===== src/rtl/sif_pkg.sv =====
// Package of offsets, bit positions and reset values for the flag block
package sif_pkg;

  // Register byte offsets on the Wishbone slave
  localparam logic [7:0] SIF_OFS_FLAGS  = 8'h00;
  localparam logic [7:0] SIF_OFS_MASK   = 8'h04;
  localparam logic [7:0] SIF_OFS_LEVELS = 8'h08;

  // Flag bit positions in the flag and mask registers
  localparam int SIF_FLAG_BATTERY  = 7;
  localparam int SIF_FLAG_SUPPLY   = 6;
  localparam int SIF_FLAG_CANFAULT = 5;
  localparam int SIF_FLAG_LINFAULT = 4;
  localparam int SIF_FLAG_LOCWAKE  = 3;
  localparam int SIF_FLAG_WDRST    = 2;
  localparam int SIF_FLAG_CANWAKE  = 1;
  localparam int SIF_FLAG_LINWAKE  = 0;

  // Positions of the sampled levels in the level vector and register
  localparam int SIF_LV_SENSE    = 0;
  localparam int SIF_LV_WAKE     = 1;
  localparam int SIF_LV_CANFAULT = 2;
  localparam int SIF_LV_LINFAULT = 3;
  localparam int SIF_LV_DIAG1    = 4;
  localparam int SIF_LV_DIAG2    = 5;
  localparam int SIF_LV_DIAG3    = 6;
  localparam int SIF_LV_WDOFF    = 7;

  // Reset values
  localparam logic [7:0]  SIF_RST_FLAGS = 8'h00;
  localparam logic [7:0]  SIF_RST_MASK  = 8'h00;
  localparam logic [7:0]  SIF_RST_PREV  = 8'h00;
  localparam logic [31:0] SIF_RST_DATA  = 32'h0000_0000;

  // Widths
  localparam int SIF_NFLAGS = 8;
  localparam int SIF_NLEVEL = 8;

endpackage : sif_pkg


===== src/rtl/sif_evt_if.sv =====
// Interface carrying sampled levels and their edge events between modules
`timescale 1ns/1ps
interface sif_evt_if;
  logic [7:0] level;   // Levels as seen this cycle
  logic [7:0] fall;    // Level was high last cycle, low now
  logic [7:0] chg;     // Level differs from last cycle
  logic       primed;  // Previous sample is valid

  modport det (input level, output fall, output chg, output primed);
  modport usr (output level, input fall, input chg, input primed);
endinterface : sif_evt_if


===== src/rtl/sif_edge_det.sv =====
// Per-bit falling-edge and change detector on the sampled levels
`timescale 1ns/1ps
module sif_edge_det
  import sif_pkg::*;
(
  input  wire logic clk_i,
  input  wire logic rst_i,
  sif_evt_if.det    ev
);

  typedef struct packed {
    logic [7:0] prev;
    logic       primed;
  } sif_det_state_t;

  sif_det_state_t st_r;
  sif_det_state_t st_nxt;

  // Capture every cycle; the first cycle after reset only primes the
  // history so a level that is already high or low raises no event
  always_comb begin
    st_nxt        = st_r;
    st_nxt.prev   = ev.level;
    st_nxt.primed = 1'b1;
  end

  always_ff @(posedge clk_i) begin
    if (rst_i) begin
      st_r.prev   <= SIF_RST_PREV;
      st_r.primed <= 1'b0;
    end else begin
      st_r <= st_nxt;
    end
  end

  // One detector per level bit
  for (genvar i = 0; i < SIF_NLEVEL; i++) begin : g_bit
    assign ev.fall[i] = st_r.primed & st_r.prev[i] & ~ev.level[i];
    assign ev.chg[i]  = st_r.primed & (st_r.prev[i] ^ ev.level[i]);
  end

  assign ev.primed = st_r.primed;

endmodule : sif_edge_det


===== src/rtl/sif_irq_flags.sv =====
// Interrupt flag byte with mask, level interrupt and Wishbone slave
//
// Functional notes
// - A falling edge on the battery sense input sets flag bit 7.
// - Any of the three supply diagnosis bits clearing sets flag bit 6.
// - Any change of the CAN fault status sets flag bit 5.
// - Any change of the LIN fault status sets flag bit 4.
// - A falling edge on the local wake-up input sets flag bit 3.
// - A watchdog restart while the watchdog is off sets flag bit 2.
// - A CAN bus wake-up event sets flag bit 1.
// - A LIN bus wake-up event sets flag bit 0.
// - Each flag reads 0 until its event occurs and 1 from then until a one is written to it.
`timescale 1ns/1ps
module sif_irq_flags
  import sif_pkg::*;
(
  input  wire logic        clk_i,
  input  wire logic        rst_i,
  // Wishbone classic slave
  input  wire logic        wb_cyc_i,
  input  wire logic        wb_stb_i,
  input  wire logic        wb_we_i,
  input  wire logic [7:0]  wb_adr_i,
  input  wire logic [3:0]  wb_sel_i,
  input  wire logic [31:0] wb_dat_i,
  output logic      [31:0] wb_dat_o,
  output logic             wb_ack_o,
  // Event sources
  input  wire logic        sense_i,
  input  wire logic        supply1_diag_bit_i,
  input  wire logic        supply2_diag_bit_i,
  input  wire logic        supply3_diag_bit_i,
  input  wire logic        can_fault_status_i,
  input  wire logic        lin_fault_status_i,
  input  wire logic        local_wake_i,
  input  wire logic        wd_restart_i,
  input  wire logic        wd_off_i,
  input  wire logic        can_wakeup_i,
  input  wire logic        lin_wakeup_i,
  // Interrupt request
  output logic             irq_o
);

  typedef struct packed {
    logic [7:0]  flags;
    logic [7:0]  mask;
    logic        ack;
    logic [31:0] rdata;
    logic        irq;
  } sif_state_t;

  sif_state_t  st_r;
  sif_state_t  st_nxt;

  sif_evt_if   ev ();

  logic        bus_req;
  logic        wr_en;
  logic [7:0]  adr_word;
  logic [7:0]  set_vec;
  logic [7:0]  clr_vec;

  // Collect the raw levels for the edge detector and level register
  assign ev.level[SIF_LV_SENSE]    = sense_i;
  assign ev.level[SIF_LV_WAKE]     = local_wake_i;
  assign ev.level[SIF_LV_CANFAULT] = can_fault_status_i;
  assign ev.level[SIF_LV_LINFAULT] = lin_fault_status_i;
  assign ev.level[SIF_LV_DIAG1]    = supply1_diag_bit_i;
  assign ev.level[SIF_LV_DIAG2]    = supply2_diag_bit_i;
  assign ev.level[SIF_LV_DIAG3]    = supply3_diag_bit_i;
  assign ev.level[SIF_LV_WDOFF]    = wd_off_i;

  sif_edge_det u_det (
    .clk_i (clk_i),
    .rst_i (rst_i),
    .ev    (ev)
  );

  // Bus decode; the low two address bits are ignored as word aligned
  // No request is taken while ack stands, so a master that keeps stb up
  // for a cycle after ack is never served twice
  assign bus_req  = wb_cyc_i & wb_stb_i & ~st_r.ack;
  assign wr_en    = bus_req & wb_we_i & wb_sel_i[0];
  assign adr_word = {wb_adr_i[7:2], 2'b00};

  // Event vector, one bit per flag
  always_comb begin
    set_vec                    = 8'h00;
    set_vec[SIF_FLAG_BATTERY]  = ev.fall[SIF_LV_SENSE];
    set_vec[SIF_FLAG_SUPPLY]   = ev.fall[SIF_LV_DIAG1]
                               | ev.fall[SIF_LV_DIAG2]
                               | ev.fall[SIF_LV_DIAG3];
    set_vec[SIF_FLAG_CANFAULT] = ev.chg[SIF_LV_CANFAULT];
    set_vec[SIF_FLAG_LINFAULT] = ev.chg[SIF_LV_LINFAULT];
    set_vec[SIF_FLAG_LOCWAKE]  = ev.fall[SIF_LV_WAKE];
    // Restarts while the watchdog runs are handled elsewhere
    set_vec[SIF_FLAG_WDRST]    = wd_restart_i & wd_off_i;
    set_vec[SIF_FLAG_CANWAKE]  = can_wakeup_i;
    set_vec[SIF_FLAG_LINWAKE]  = lin_wakeup_i;
  end

  // Write-one-to-clear mask for the flag register
  always_comb begin
    clr_vec = 8'h00;
    if (wr_en && (adr_word == SIF_OFS_FLAGS)) begin
      clr_vec = wb_dat_i[7:0];
    end
  end

  // Next state: flags, mask, bus answer and interrupt
  always_comb begin
    st_nxt     = st_r;
    st_nxt.ack = 1'b0;
    // Set beats clear so an event in the clearing cycle is kept
    st_nxt.flags = (st_r.flags & ~clr_vec) | set_vec;
    if (wr_en && (adr_word == SIF_OFS_MASK)) begin
      st_nxt.mask = wb_dat_i[7:0];
    end
    if (bus_req) begin
      st_nxt.ack = 1'b1;
      // Unmapped offsets still answer, reading zero, so no master hangs
      case (adr_word)
        SIF_OFS_FLAGS: begin
          st_nxt.rdata = {24'h00_0000, st_r.flags};
        end
        SIF_OFS_MASK: begin
          st_nxt.rdata = {24'h00_0000, st_r.mask};
        end
        SIF_OFS_LEVELS: begin
          st_nxt.rdata = {24'h00_0000, ev.level};
        end
        default: begin
          st_nxt.rdata = SIF_RST_DATA;
        end
      endcase
    end
    // Built from next values so irq_o tracks the registers with no lag
    st_nxt.irq = |(st_nxt.flags & st_nxt.mask);
  end

  // State register
  always_ff @(posedge clk_i) begin
    if (rst_i) begin
      st_r.flags <= SIF_RST_FLAGS;
      st_r.mask  <= SIF_RST_MASK;
      st_r.ack   <= 1'b0;
      st_r.rdata <= SIF_RST_DATA;
      st_r.irq   <= 1'b0;
    end else begin
      st_r <= st_nxt;
    end
  end

  // Outputs straight from the state register
  assign wb_dat_o = st_r.rdata;
  assign wb_ack_o = st_r.ack;
  assign irq_o    = st_r.irq;
endmodule : sif_irq_flags


===== config.mk =====
export PLATFORM = sky130hd
export DESIGN_NAME = sif_irq_flags
export DESIGN_NICKNAME = d
export VERILOG_FILES = /design/src/rtl/sif_pkg.sv /design/src/rtl/sif_evt_if.sv /design/src/rtl/sif_edge_det.sv /design/src/rtl/sif_irq_flags.sv
export SDC_FILE = /design/constraint.sdc
export NUM_CORES = 1
export LEC_CHECK = 0
export ABC_AREA = 1
export BUFFER_PORTS_ARGS = -buffer_cell sky130_fd_sc_hd__buf_2
export CORE_MARGIN = 4
export CORE_UTILIZATION = 40
export DETAILED_ROUTE_END_ITERATION = 6
export GPL_TIMING_DRIVEN = 0
export PLACE_DENSITY = 0.86
export SETUP_SLACK_MARGIN = 0.2
export SLEW_MARGIN = 20
export SYNTH_ARGS = -nofsm -noshare
export SYNTH_HDL_FRONTEND = slang
export SYNTH_SLANG_ARGS = --single-unit

===== constraint.sdc =====
create_clock -name clk_i -period 1.2 [get_ports clk_i]
set_input_delay 0.24 -clock clk_i [delete_from_list [all_inputs] [get_ports clk_i]]
set_output_delay 0.24 -clock clk_i [all_outputs]
set_load 0.02 [all_outputs]

# After elaboration in Yosys (flattened, before gate mapping)
# Index checks and enable logic that the tools add are counted.
# word_totals
register_bits	58
latch_bits	0
mem_bits_rw	0
romBits	0
in_bits	60
wordCells	49
n_memories	0
# op_classes
add_sub_neg	0
n_mul	0
div	0
magnitude_cmp	0
eq_ne	2
shift	0
muxes	5
bitwise_logic	31
reduce_logical	4
# ops
cell	n
33-bit two-way mux	1
8-bit one-hot mux with 3 select lines	1
1-bit bitwise AND	17
8-bit bitwise AND	2
8-bit two-way mux	2
8-bit logical NOT	1
8-bit NOT	1
8-bit bitwise OR	1
8-bit OR reduction	1
6-bit by 1-bit == test with 1-bit output, second input constant	1
6-bit by 2-bit == test with 1-bit output, second input constant	1
1-bit NOT	6
1-bit logical AND	2
1-bit bitwise OR	2
1-bit XOR	2
1-bit two-way mux	1

# Depth between registers and ports, before layout
# Gate-level depths: netlist of run 1.
# logic_depth
ltp_word	11
ltp_mapped	11
ltp_nobuf	10

# Hierarchy
# A second synthesis of run 1 with hierarchy kept.
# hier_totals
hier_cells	297
area_unflattened_um2	2112.0
# by_module_without_submodules
module	instances	cells_per_inst	area_per_inst_um2	seq_area_each_um2
sif_irq_flags	1	227	1645.3	520.5
sif_edge_det	1	70	466.7	180.2

# Worst setup path before layout of run 1
# Ideal clock, no wire load.
# synth_timing
path_type	reg2reg
from	register st_r, in the netlist wb_ack_o
to	register st_r, in the netlist irq_o
setup_time_ns	0.132
t_arrival_ns	1.240
setup_slack_ns	-0.173
path_stages_with_launch	12
path_cell_list	dfxtp_1 > inv_1 > nand3_2 > nor2_4 > buf_6 > nand3_1 > nand2_1 > nand2_1 > nand2_1 > nand2_1 > nor2_1 > a21oi_1
# synth_between
elab_chain_len	11
word_cells_on_any_way	13
# synth_lines
element	line	rtl
start, declared	sif_irq_flags.sv:52	sif_state_t st_r;
start signal, assigned	sif_irq_flags.sv:150	st_r <= st_nxt;
1-bit NOT *	sif_irq_flags.sv:82	assign bus_req = wb_cyc_i & wb_stb_i & ~st_r.ack;
1-bit bitwise AND *	sif_irq_flags.sv:82	
1-bit bitwise AND * (2 in a row)	sif_irq_flags.sv:83	assign wr_en = bus_req & wb_we_i & wb_sel_i[0];
1-bit logical AND	sif_irq_flags.sv:105	if (wr_en && (adr_word == SIF_OFS_FLAGS)) begin
8-bit two-way mux	sif_irq_flags.sv:105	
8-bit NOT	sif_irq_flags.sv:115	st_nxt.flags = (st_r.flags & ~clr_vec) | set_vec;
8-bit bitwise AND	sif_irq_flags.sv:115	
8-bit bitwise OR	sif_irq_flags.sv:115	
8-bit bitwise AND *	sif_irq_flags.sv:138	st_nxt.irq = |(st_nxt.flags & st_nxt.mask);
8-bit OR reduction *	sif_irq_flags.sv:138	
# Mark *: on every way between the ends. The rest lies on a longest branch, timed or not.
# A chain may end at the register's enable or synchronous reset.

# Worst setup path in the final report of run 1
# Same ends and word-level chain as after synthesis.

==> flow_metrics.py, run 1 <==
metrics = {
    "run_status": {
        "outcome": "complete, but fails checks",
        "violations": "negative setup slack",
    },
    "synth": {
        "seq_area_frac_synth_pct": 37.1,
        "yosys_register_bits": 34,
        "avgSynthCellArea_sq_um": 7.11,
        "synth_top_area_share_pct": 37.1,
        "mappedNetlistArea_sq_mm": 0.00184,
        "synth_top_cell_by_area": "dfxtp_1",
        "ys_warn_count": 0,
        "ys_types": 21,
        "postSynthCellCount": 258,
        "synthTopCellsByArea": "dfxtp_1 (37%), nand2_1 (18%), buf_4 (13%)",
    },
    "sta": {
        "finalCritPeriodShare_pct": 120,
        "setup_tns_ps": -430,
        "setup_viol": 4,
        "worstMarginPinSlew_ps": 708,
        "fin_crit_ps": 1440,
        "rsz0062_at_grt": "true",
        "fmax_mhz": 697,
        "hold_viol_final": 0,
        "slew_viol_final": 0,
        "clock_skew_ps": 4.65,
        "final.setup.worst_slack_ps": -235,
        "relSlewSlack_pct": 52.8,
    },
    "layout": {
        "nFillCells": 391,
        "area_growth_pct": 46.3,
        "fin_nets": 400,
        "final_cell_mix": "nand2_1 (84), buf_2 (30), buf_4 (29)",
        "layout_commonest_cell": "nand2_1",
        "drive_above_1_share_pct": 41.9,
        "stdcell_count": 393,
        "stdcell_area_sq_mm": 0.00269,
        "diodes": 0,
    },
    "worst_setup_path": {
        "worstSetupPathType": "reg -> reg",
        "ff2ff_path_depth": 11,
        "reg2reg_from": "wb_ack_o$_SDFF_PP0_",
        "cp.arrival_ps": 1580,
        "crit_fanout": 4,
        "crit_start": "wb_ack_o$_SDFF_PP0_",
        "reg2reg_slack_ps": -240,
        "end_kind": "flip-flop",
        "timing.rr.end": "irq_o$_SDFF_PP0_",
        "critPathRequiredTime_ps": 1340,
        "start_kind": "flip-flop",
        "worstSetupEndpoint": "irq_o$_SDFF_PP0_",
    },
    "detailed_routing": {
        "wl_met3_um": 331,
        "first_iter_violations": 94,
        "wl_per_cell_um": 11.9,
        "dr.pass1.iters": 4,
        "vias": 1798,
        "met2_wirelength_um": 2430,
        "avgViaCountPerCell": 4.58,
        "dr.max_layer_used": "met4",
        "ant_nets": 0,
        "drt-met1-wl_um": 1860,
        "drt-total-wl_um": 4670,
        "drc_errors": 0,
    },
    "grt": {
        "antenna_found_initial": 0,
        "grt_max_degree": 12,
        "grt_use_total_pct": 16.4,
        "grt_first_pass_wirelength_um": 7060,
        "grt_pass1_vias": 1664,
        "grt.overflow.total": 0,
    },
    "floorplan": {
        "start_util_pct": 41.9,
        "die_area_sq_mm": 0.00574,
        "coreArea_sq_mm": 0.00438,
        "die_h_um": 75.7,
        "die_w_um": 75.7,
        "ioPinCount": 94,
        "rows": 24,
    },
    "place": {
        "numPlacedInstances": 372,
        "gp_congestion": 0.871,
        "post-dp-hpwl_um": 3290,
        "portBuffers": 39,
        "place_area_sq_mm": 0.00219,
    },
    "clocking": {
        "cts.htree.levels": 2,
        "cts_buffers": 5,
        "clk_pin_slew_ps": 70,
        "insertion_delay_ps": 280,
        "cts_tree": "done",
        "clock_path_buffers": 2,
        "cts_root_buffer": "clkbuf_8",
        "clock-sinks": 34,
        "holdBufCountCts": 0,
    },
    "min_path": {
        "min_path_cells": 3,
        "hold_path_class": "in -> reg",
    },
    "power_and_ir_drop": {
        "vdd_drop_max_v": 0.000579,
        "powerDensity_mw_per_mm2": 1050,
        "power_mw": 2.82,
        "p_leak_nw": 1.35,
    },
    "job": {
        "max_cap_viol_count": 0,
    },
}
cells by family (layout without fill, tap and decap cells):
logic type,count (synthesis),after routing,share of synthesized area (%)
flip-flops,34,34,37.1
buffers and inverters,55,115,19.2
other,1,24,0.204
AND/OR/NAND/NOR,143,143,36.5
AO/OA/AOI/OAI,25,25,7.02
final cells by class:
cell class                      count  area [sq um]  share of cell area [%]
Multi-Input combinational cell    192           985                    36.7
Sequential cell                    34           694                    25.9
Timing Repair Buffer               52           402                    15.0
Buffer                             40           338                    12.6
Clock buffer                        7           108                    4.01
Tap cell                           52          65.1                    2.42
Inverter                           15          63.8                    2.38
Clock inverter                      1          30.0                    1.12
worst min-delay path by stage:
stage / start / endpoint / slack (ps)
2_1_floorplan: can_fault_status_i / u_det.st_r[3]$_SDFF_PP0_ / 350
3_3_place_gp: wb_dat_o[2]$_SDFFE_PP0N_ / wb_dat_o[2]$_SDFFE_PP0N_ / 460
3_5_place_dp: wb_dat_o[3]$_SDFFE_PP0N_ / wb_dat_o[3]$_SDFFE_PP0N_ / 460
4_1_cts: can_fault_status_i / u_det.st_r[3]$_SDFF_PP0_ / 190
5_1_grt: supply1_diag_bit_i / u_det.st_r[5]$_SDFF_PP0_ / 200
6_report: can_fault_status_i / u_det.st_r[3]$_SDFF_PP0_ / 190
through the flow:
stage / hold WS [ps] / utilization, % / worst slack [ps]
2_1_floorplan: 347 / - / -158
3_3_place_gp: 457 / 50.0 / -373
3_5_place_dp: 458 / 50.0 / -357
4_1_cts: 186 / 58.6 / -216
5_1_grt: 196 / 61.2 / -357
6_report: 188 / 61.2 / -235
routing by layer:
| metal | GRT usage [%] | vias up |
|---|---|---|
| met4 | 5.24 | 0 |
| met5 | 0 | - |
| met2 | 29.1 | 64 |
| met3 | 4.22 | 6 |
| li1 | - | 916 |
| met1 | 19.0 | 812 |
report_power, final:
| group | internal (mW) | switching, mW | total [mW] |
|---|---|---|---|
| Combinational | 0.179 | 0.232 | 0.412 |
| Sequential | 1.16 | 0.0205 | 1.18 |
| Clock | 0.802 | 0.426 | 1.23 |
sequential cells by signal (all words and copies together) (netlist names):
signal / cells
irq_o: 1
st_r: 16
u_det.ev.primed: 1
u_det.st_r: 7
wb_ack_o: 1
wb_dat_o: 8
worst max-delay path, cell delays in order, from the launching register on:
cell and delay [ps]:
dfxtp_4 350, inv_2 60, nand3_4 80, nor2_4 150, buf_6 150, nand3_4 70
nand2_2 90, nand2_1 60, nand2_1 70, nand2_1 50, nor2_1 100, a21oi_1 80
synthesized netlist by cell type (all sizes together):
master,n
nand2,94
buf,35
dfxtp,34
nand3,29
a21oi,24
nor2,16
inv,15
clkbuf,5
or2,3
conb,1
nor3,1
o21ai,1
what timing repair did:
| action | in CTS | in global routing |
|---|---|---|
| buffers inserted | 9 | 3 |
| pin swaps | 4 | 4 |
| gates resized for setup | 53 | 18 |
| gates cloned | 0 | 1 |
| setup endpoints to repair | 34 | 35 |
No activity file was read; power rests on OpenSTA's default activity.
==> run 2: changes to the inputs <==
--- a/config.mk
+++ b/config.mk
@@ -6,7 +6,7 @@
 export NUM_CORES = 1
 export LEC_CHECK = 0
 export ABC_AREA = 1
-export BUFFER_PORTS_ARGS = -buffer_cell sky130_fd_sc_hd__buf_2
+export BUFFER_PORTS_ARGS = -buffer_cell sky130_fd_sc_hd__buf_4
 export CORE_MARGIN = 4
 export CORE_UTILIZATION = 40
 export DETAILED_ROUTE_END_ITERATION = 6
==> flow_metrics.py, run 2 (synthesis results as in run 1) <==
metrics = {
    "grt": {
        "grt_pass1_vias": 1635,
        "grt_use_total_pct": 17.2,
        "grt_first_pass_wirelength_um": 7370,
        "grt_max_degree": 11,
        "antenna_found_initial": 0,
        "grt.overflow.total": 0,
    },
    "detailed_routing": {
        "dr.pass1.iters": 4,
        "avgViaCountPerCell": 4.76,
        "drt-total-wl_um": 5460,
        "vias": 1926,
        "ant_nets": 0,
        "wl_per_cell_um": 13.5,
        "drc_errors": 0,
        "first_iter_violations": 137,
    },
    "clocking": {
        "cts.htree.levels": 2,
        "insertion_delay_ps": 290,
        "clock_path_buffers": 2,
        "cts_buffers": 5,
        "clk_pin_slew_ps": 70,
        "clock-sinks": 34,
        "holdBufCountCts": 0,
        "cts_tree": "done",
        "cts_root_buffer": "clkbuf_8",
    },
    "worst_setup_path": {
        "start_kind": "flip-flop",
        "crit_fanout": 6,
        "worst_path_max_delay_cell": "dfxtp_4",
        "crit_chain": "inv_4 -> nand3_4 -> nor2_4 -> buf_12 -> buf_8 -> nand3_2 -> nand2_2 -> nand2_1 -> nand2_1 -> nand2_1 -> nor2_1 -> a21oi_1",
        "ff2ff_path_depth": 12,
        "cpPeakStageDelay_ps": 350,
        "crit_buf_inv": 3,
        "worstSetupPathType": "reg -> reg",
        "critPathRequiredTime_ps": 1360,
        "cp_num_cells": 12,
        "end_kind": "flip-flop",
        "cp.arrival_ps": 1680,
        "crit_top_cell": "nand2_1",
        "path_delay_family": "simple AND/OR/NAND/NOR gates",
    },
    "job": {
        "max_cap_viol_count": 0,
    },
    "power_and_ir_drop": {
        "seqPwrFrac_pct": 46.2,
        "sw_frac_of_total_pct": 27.5,
        "p_leak_nw": 1.50,
        "internal-power_mw": 1.86,
        "vdd_drop_max_v": 0.000588,
        "combPwrFrac_pct": 19.1,
        "powerDensity_mw_per_mm2": 863,
        "switchingPower_mw": 0.707,
        "power_mw": 2.57,
        "power.share.clock_pct": 34.7,
    },
    "place": {
        "portBuffers": 39,
        "post-dp-hpwl_um": 3280,
        "gp_congestion": 0.885,
    },
    "floorplan": {
        "start_util_pct": 41.9,
        "coreArea_sq_mm": 0.00438,
        "die_w_um": 75.7,
        "ioPinCount": 94,
        "die_h_um": 75.7,
        "rows": 24,
        "die_area_sq_mm": 0.00574,
    },
    "sta": {
        "hold_viol_final": 0,
        "rsz0062_at_grt": "true",
        "relSlewSlack_pct": 52.8,
        "finalCritPeriodShare_pct": 127,
        "fmax_mhz": 657,
        "setup_viol": 6,
        "holdWs_ps": 178,
        "slew_viol_final": 0,
        "worstMarginPinSlew_ps": 708,
        "clock_skew_ps": 6.83,
        "fin_crit_ps": 1520,
        "final.setup.worst_slack_ps": -322,
    },
    "run_status": {
        "violations": "negative setup slack",
        "outcome": "complete, but fails checks",
    },
    "min_path": {
        "hold_path_class": "in -> reg",
        "min_path_cells": 3,
    },
    "layout": {
        "diodes": 0,
        "drive_above_1_share_pct": 49.9,
        "layout_commonest_cell": "nand2_1",
        "top_register": "st_r",
        "largest_reg_flops": 16,
        "area_growth_pct": 62.0,
        "final_cell_mix": "nand2_1 (76), buf_4 (59), buf_6 (31)",
        "fin_nets": 412,
    },
}
## run 2: path summary, 6_finish.rpt
path	endpoint	start	slack (ps)
worst max-delay path	irq_o$_SDFF_PP0_	wb_ack_o$_SDFF_PP0_	-320
worst min-delay path	u_det.st_r[7]$_SDFF_PP0_	supply3_diag_bit_i	180
worst max register to register	irq_o$_SDFF_PP0_	wb_ack_o$_SDFF_PP0_	-320
worst min register to register	wb_dat_o[6]$_SDFFE_PP0N_	wb_dat_o[6]$_SDFFE_PP0N_	470
## run 2: timing repair
| item | CTS | global route |
|---|---|---|
| pin swaps | 22 | 34 |
| gates cloned | 1 | 2 |
| setup buffers | 13 | 9 |
| setup endpoints to repair | 35 | 35 |
| gates resized for setup | 57 | 44 |
## run 2: final cells by class
cell class / instances / area (sq um)
clock buffer: 7 / 86.3
buffer: 40 / 343
sequential: 34 / 694
clock inverter: 1 / 5.00
multi-input combinational: 193 / 1080
fill: 318 / 1410
timing repair buffer: 63 / 631
tap: 52 / 65.1
inverter: 15 / 66.3
## run 2: per-layer routing
metal	share of wire (%)	wire length [um]	track usage [%]	up-vias
met5	0	0	0	-
met4	1.7	91	6.60	0
li1	-	-	-	947
met2	52	2850	28.9	101
met1	37	2020	20.8	867
met3	9.1	498	4.62	11
## run 2: stage by stage
stage	instances	instance area (sq um)	setup WS (ps)	util, %	TNS (ps)
floorplan	281	1930	-158	-	-158
finish	405	2970	-322	67.8	-726
detailed placement	372	2290	-366	52.2	-3860
CTS	394	2690	-237	61.4	-339
global placement	372	2290	-352	52.2	-3240
global route	405	2970	-394	67.8	-1410
## run 2: tightest hold or removal path, stage by stage
cell	delay (ps)
buf_4	90
inv_1	40
nor2_1	70
## run 2: power by group through the flow
stage | clock [mW] | sequential (mW) | combinational [mW]
3_5_place_dp | 0 | 1.20 | 0.359
5_1_grt | 0.948 | 1.19 | 0.527
4_1_cts | 0.899 | 1.18 | 0.414
6_report | 0.891 | 1.18 | 0.490
2_1_floorplan | 0 | 1.20 | 0.241
3_3_place_gp | 0 | 1.20 | 0.354
==> run 3: changes to the inputs <==
--- a/config.mk
+++ b/config.mk
@@ -11,7 +11,7 @@
 export CORE_UTILIZATION = 40
 export DETAILED_ROUTE_END_ITERATION = 6
 export GPL_TIMING_DRIVEN = 0
-export PLACE_DENSITY = 0.86
+export PLACE_DENSITY_LB_ADDON = 0.15
 export SETUP_SLACK_MARGIN = 0.2
 export SLEW_MARGIN = 20
 export SYNTH_ARGS = -nofsm -noshare
==> flow_metrics.py, run 3 (synthesis results as in run 1) <==
metrics = {
    "sta": {
        "setup_viol": 4,
        "holdWs_ps": 185,
        "rsz0062_at_grt": "true",
        "worstMarginPinSlew_ps": 600,
        "fin_crit_ps": 1480,
        "setup_tns_ps": -378,
        "finalCritPeriodShare_pct": 123,
        "slew_viol_final": 0,
        "final.setup.worst_slack_ps": -280,
        "clock_skew_ps": 10.3,
        "hold_viol_final": 0,
        "relSlewSlack_pct": 60.0,
        "fmax_mhz": 676,
    },
    "min_path": {
        "holdPathEnd": "u_det.st_r[1]$_SDFF_PP0_",
        "hp-start": "sense_i",
        "hold_path_class": "in -> reg",
        "min_path_cells": 3,
    },
    "layout": {
        "diodes": 0,
        "layout_commonest_cell": "nand2_1",
        "area_growth_pct": 55.1,
        "fin_nets": 403,
        "stdcell_count": 395,
        "stdcell_area_sq_mm": 0.00285,
        "final_cell_mix": "nand2_1 (74), buf_4 (59), dfxtp_1 (25)",
        "finalCoreUtilization_pct": 64.9,
        "drive_above_1_share_pct": 47.8,
        "largest_reg_flops": 16,
        "top_register": "st_r",
    },
    "worst_setup_path": {
        "path_delay_family": "simple AND/OR/NAND/NOR gates",
        "worst_path_max_delay_cell": "dfxtp_4",
        "timing.rr.end": "irq_o$_SDFF_PP0_",
        "critPathRequiredTime_ps": 1360,
        "crit_chain": "inv_4 -> nand3_4 -> nor2_4 -> buf_12 -> buf_8 -> nand3_2 -> nand2_2 -> nand2_1 -> nand2_1 -> nand2_1 -> nor2_2 -> a21oi_2",
        "ff2ff_path_depth": 12,
        "cp.arrival_ps": 1640,
        "reg2reg_slack_ps": -280,
        "start_kind": "flip-flop",
        "crit_buf_inv": 3,
        "worstSetupPathType": "reg -> reg",
        "end_kind": "flip-flop",
        "reg2reg_from": "wb_ack_o$_SDFF_PP0_",
        "cpPeakStageDelay_ps": 350,
        "crit_fanout": 6,
        "crit_top_cell": "nand2_1",
    },
    "place": {
        "post-dp-hpwl_um": 3180,
        "place_area_sq_mm": 0.00229,
        "numPlacedInstances": 372,
        "dp_slack_ps": -392,
        "portBuffers": 39,
        "gp_congestion": 0.779,
    },
    "floorplan": {
        "ioPinCount": 94,
        "die_h_um": 75.7,
        "rows": 24,
        "die_area_sq_mm": 0.00574,
        "coreArea_sq_mm": 0.00438,
        "start_util_pct": 41.9,
        "die_w_um": 75.7,
    },
    "detailed_routing": {
        "drc_errors": 0,
        "wl_per_cell_um": 12.1,
        "avgViaCountPerCell": 4.52,
        "first_iter_violations": 50,
        "drt-total-wl_um": 4760,
        "vias": 1787,
        "dr.pass1.iters": 4,
        "ant_nets": 0,
    },
    "grt": {
        "grt_first_pass_wirelength_um": 6670,
        "busiest_layer": "met2",
        "grt_use_total_pct": 15.8,
        "antenna_found_initial": 0,
        "grt.overflow.total": 0,
        "use_met2_pct": 24.7,
        "gr-usage-met3_pct": 4.75,
        "grt_max_degree": 11,
        "grt_pass1_vias": 1442,
        "grt.met1_usage_pct": 20.9,
    },
    "clocking": {
        "clock-sinks": 34,
        "holdBufCountCts": 0,
        "insertion_delay_ps": 290,
        "clock_path_buffers": 2,
        "cts_tree": "done",
        "clk_pin_slew_ps": 70,
        "cts_root_buffer": "clkbuf_8",
        "cts.htree.levels": 2,
        "cts_buffers": 5,
    },
    "power_and_ir_drop": {
        "vdd_drop_max_v": 0.000722,
        "power_mw": 2.41,
        "p_leak_nw": 1.47,
        "powerDensity_mw_per_mm2": 847,
    },
    "run_status": {
        "violations": "negative setup slack",
        "outcome": "complete, but fails checks",
    },
    "job": {
        "max_cap_viol_count": 0,
    },
}
-- run 3: worst max-delay path by stage --
stage                         from                        to  slack [ps]  cells past startpoint
2_1_floorplan  wb_ack_o$_SDFF_PP0_          irq_o$_SDFF_PP0_        -160                     11
3_3_place_gp           wb_adr_i[5]  wb_dat_o[3]$_SDFFE_PP0N_        -380                      8
3_5_place_dp           wb_adr_i[5]  wb_dat_o[3]$_SDFFE_PP0N_        -390                      8
4_1_cts        wb_ack_o$_SDFF_PP0_          irq_o$_SDFF_PP0_        -240                     10
5_1_grt        wb_ack_o$_SDFF_PP0_          irq_o$_SDFF_PP0_        -360                     12
6_report       wb_ack_o$_SDFF_PP0_          irq_o$_SDFF_PP0_        -280                     12
-- run 3: where the power goes --
group          total (mW)  internal (mW)  leakage [nW]  switching, mW
clock               0.795          0.399        0.0383          0.396
combinational       0.433          0.199          1.15          0.233
sequential           1.18           1.16         0.283         0.0210
-- run 3: worst reg2reg max path, stage by stage (launching register included) --
cell and delay [ps]:
dfxtp_4 350, inv_4 50, nand3_4 70, nor2_4 130
buf_12 140, buf_8 110, nand3_2 90, nand2_2 80
nand2_1 50, nand2_1 50, nand2_1 60, nor2_2 120
a21oi_2 60
-- run 3: cell type report --
| cell class | instances | area [sq um] |
|---|---|---|
| Fill cell | 398 | 1540 |
| Multi-Input combinational cell | 192 | 1080 |
| Sequential cell | 34 | 694 |
| Timing Repair Buffer | 55 | 536 |
| Buffer | 40 | 333 |
| Clock buffer | 7 | 76.3 |
| Tap cell | 52 | 65.1 |
| Inverter | 15 | 61.3 |
-- run 3: what timing repair did --
action / in CTS / in global routing
buffers inserted: 5 / 10
resized for setup: 27 / 64
endpoints found under the setup margin: 35 / 44
pin swaps: 2 / 34
gates cloned: 0 / 1
-- run 3: routing by layer --
metal | share of wire, % | vias to the layer above
li1 | - | 924
met1 | 41 | 798
met2 | 51 | 56
met3 | 6.7 | 9
met4 | 1.6 | 0
met5 | 0 | -
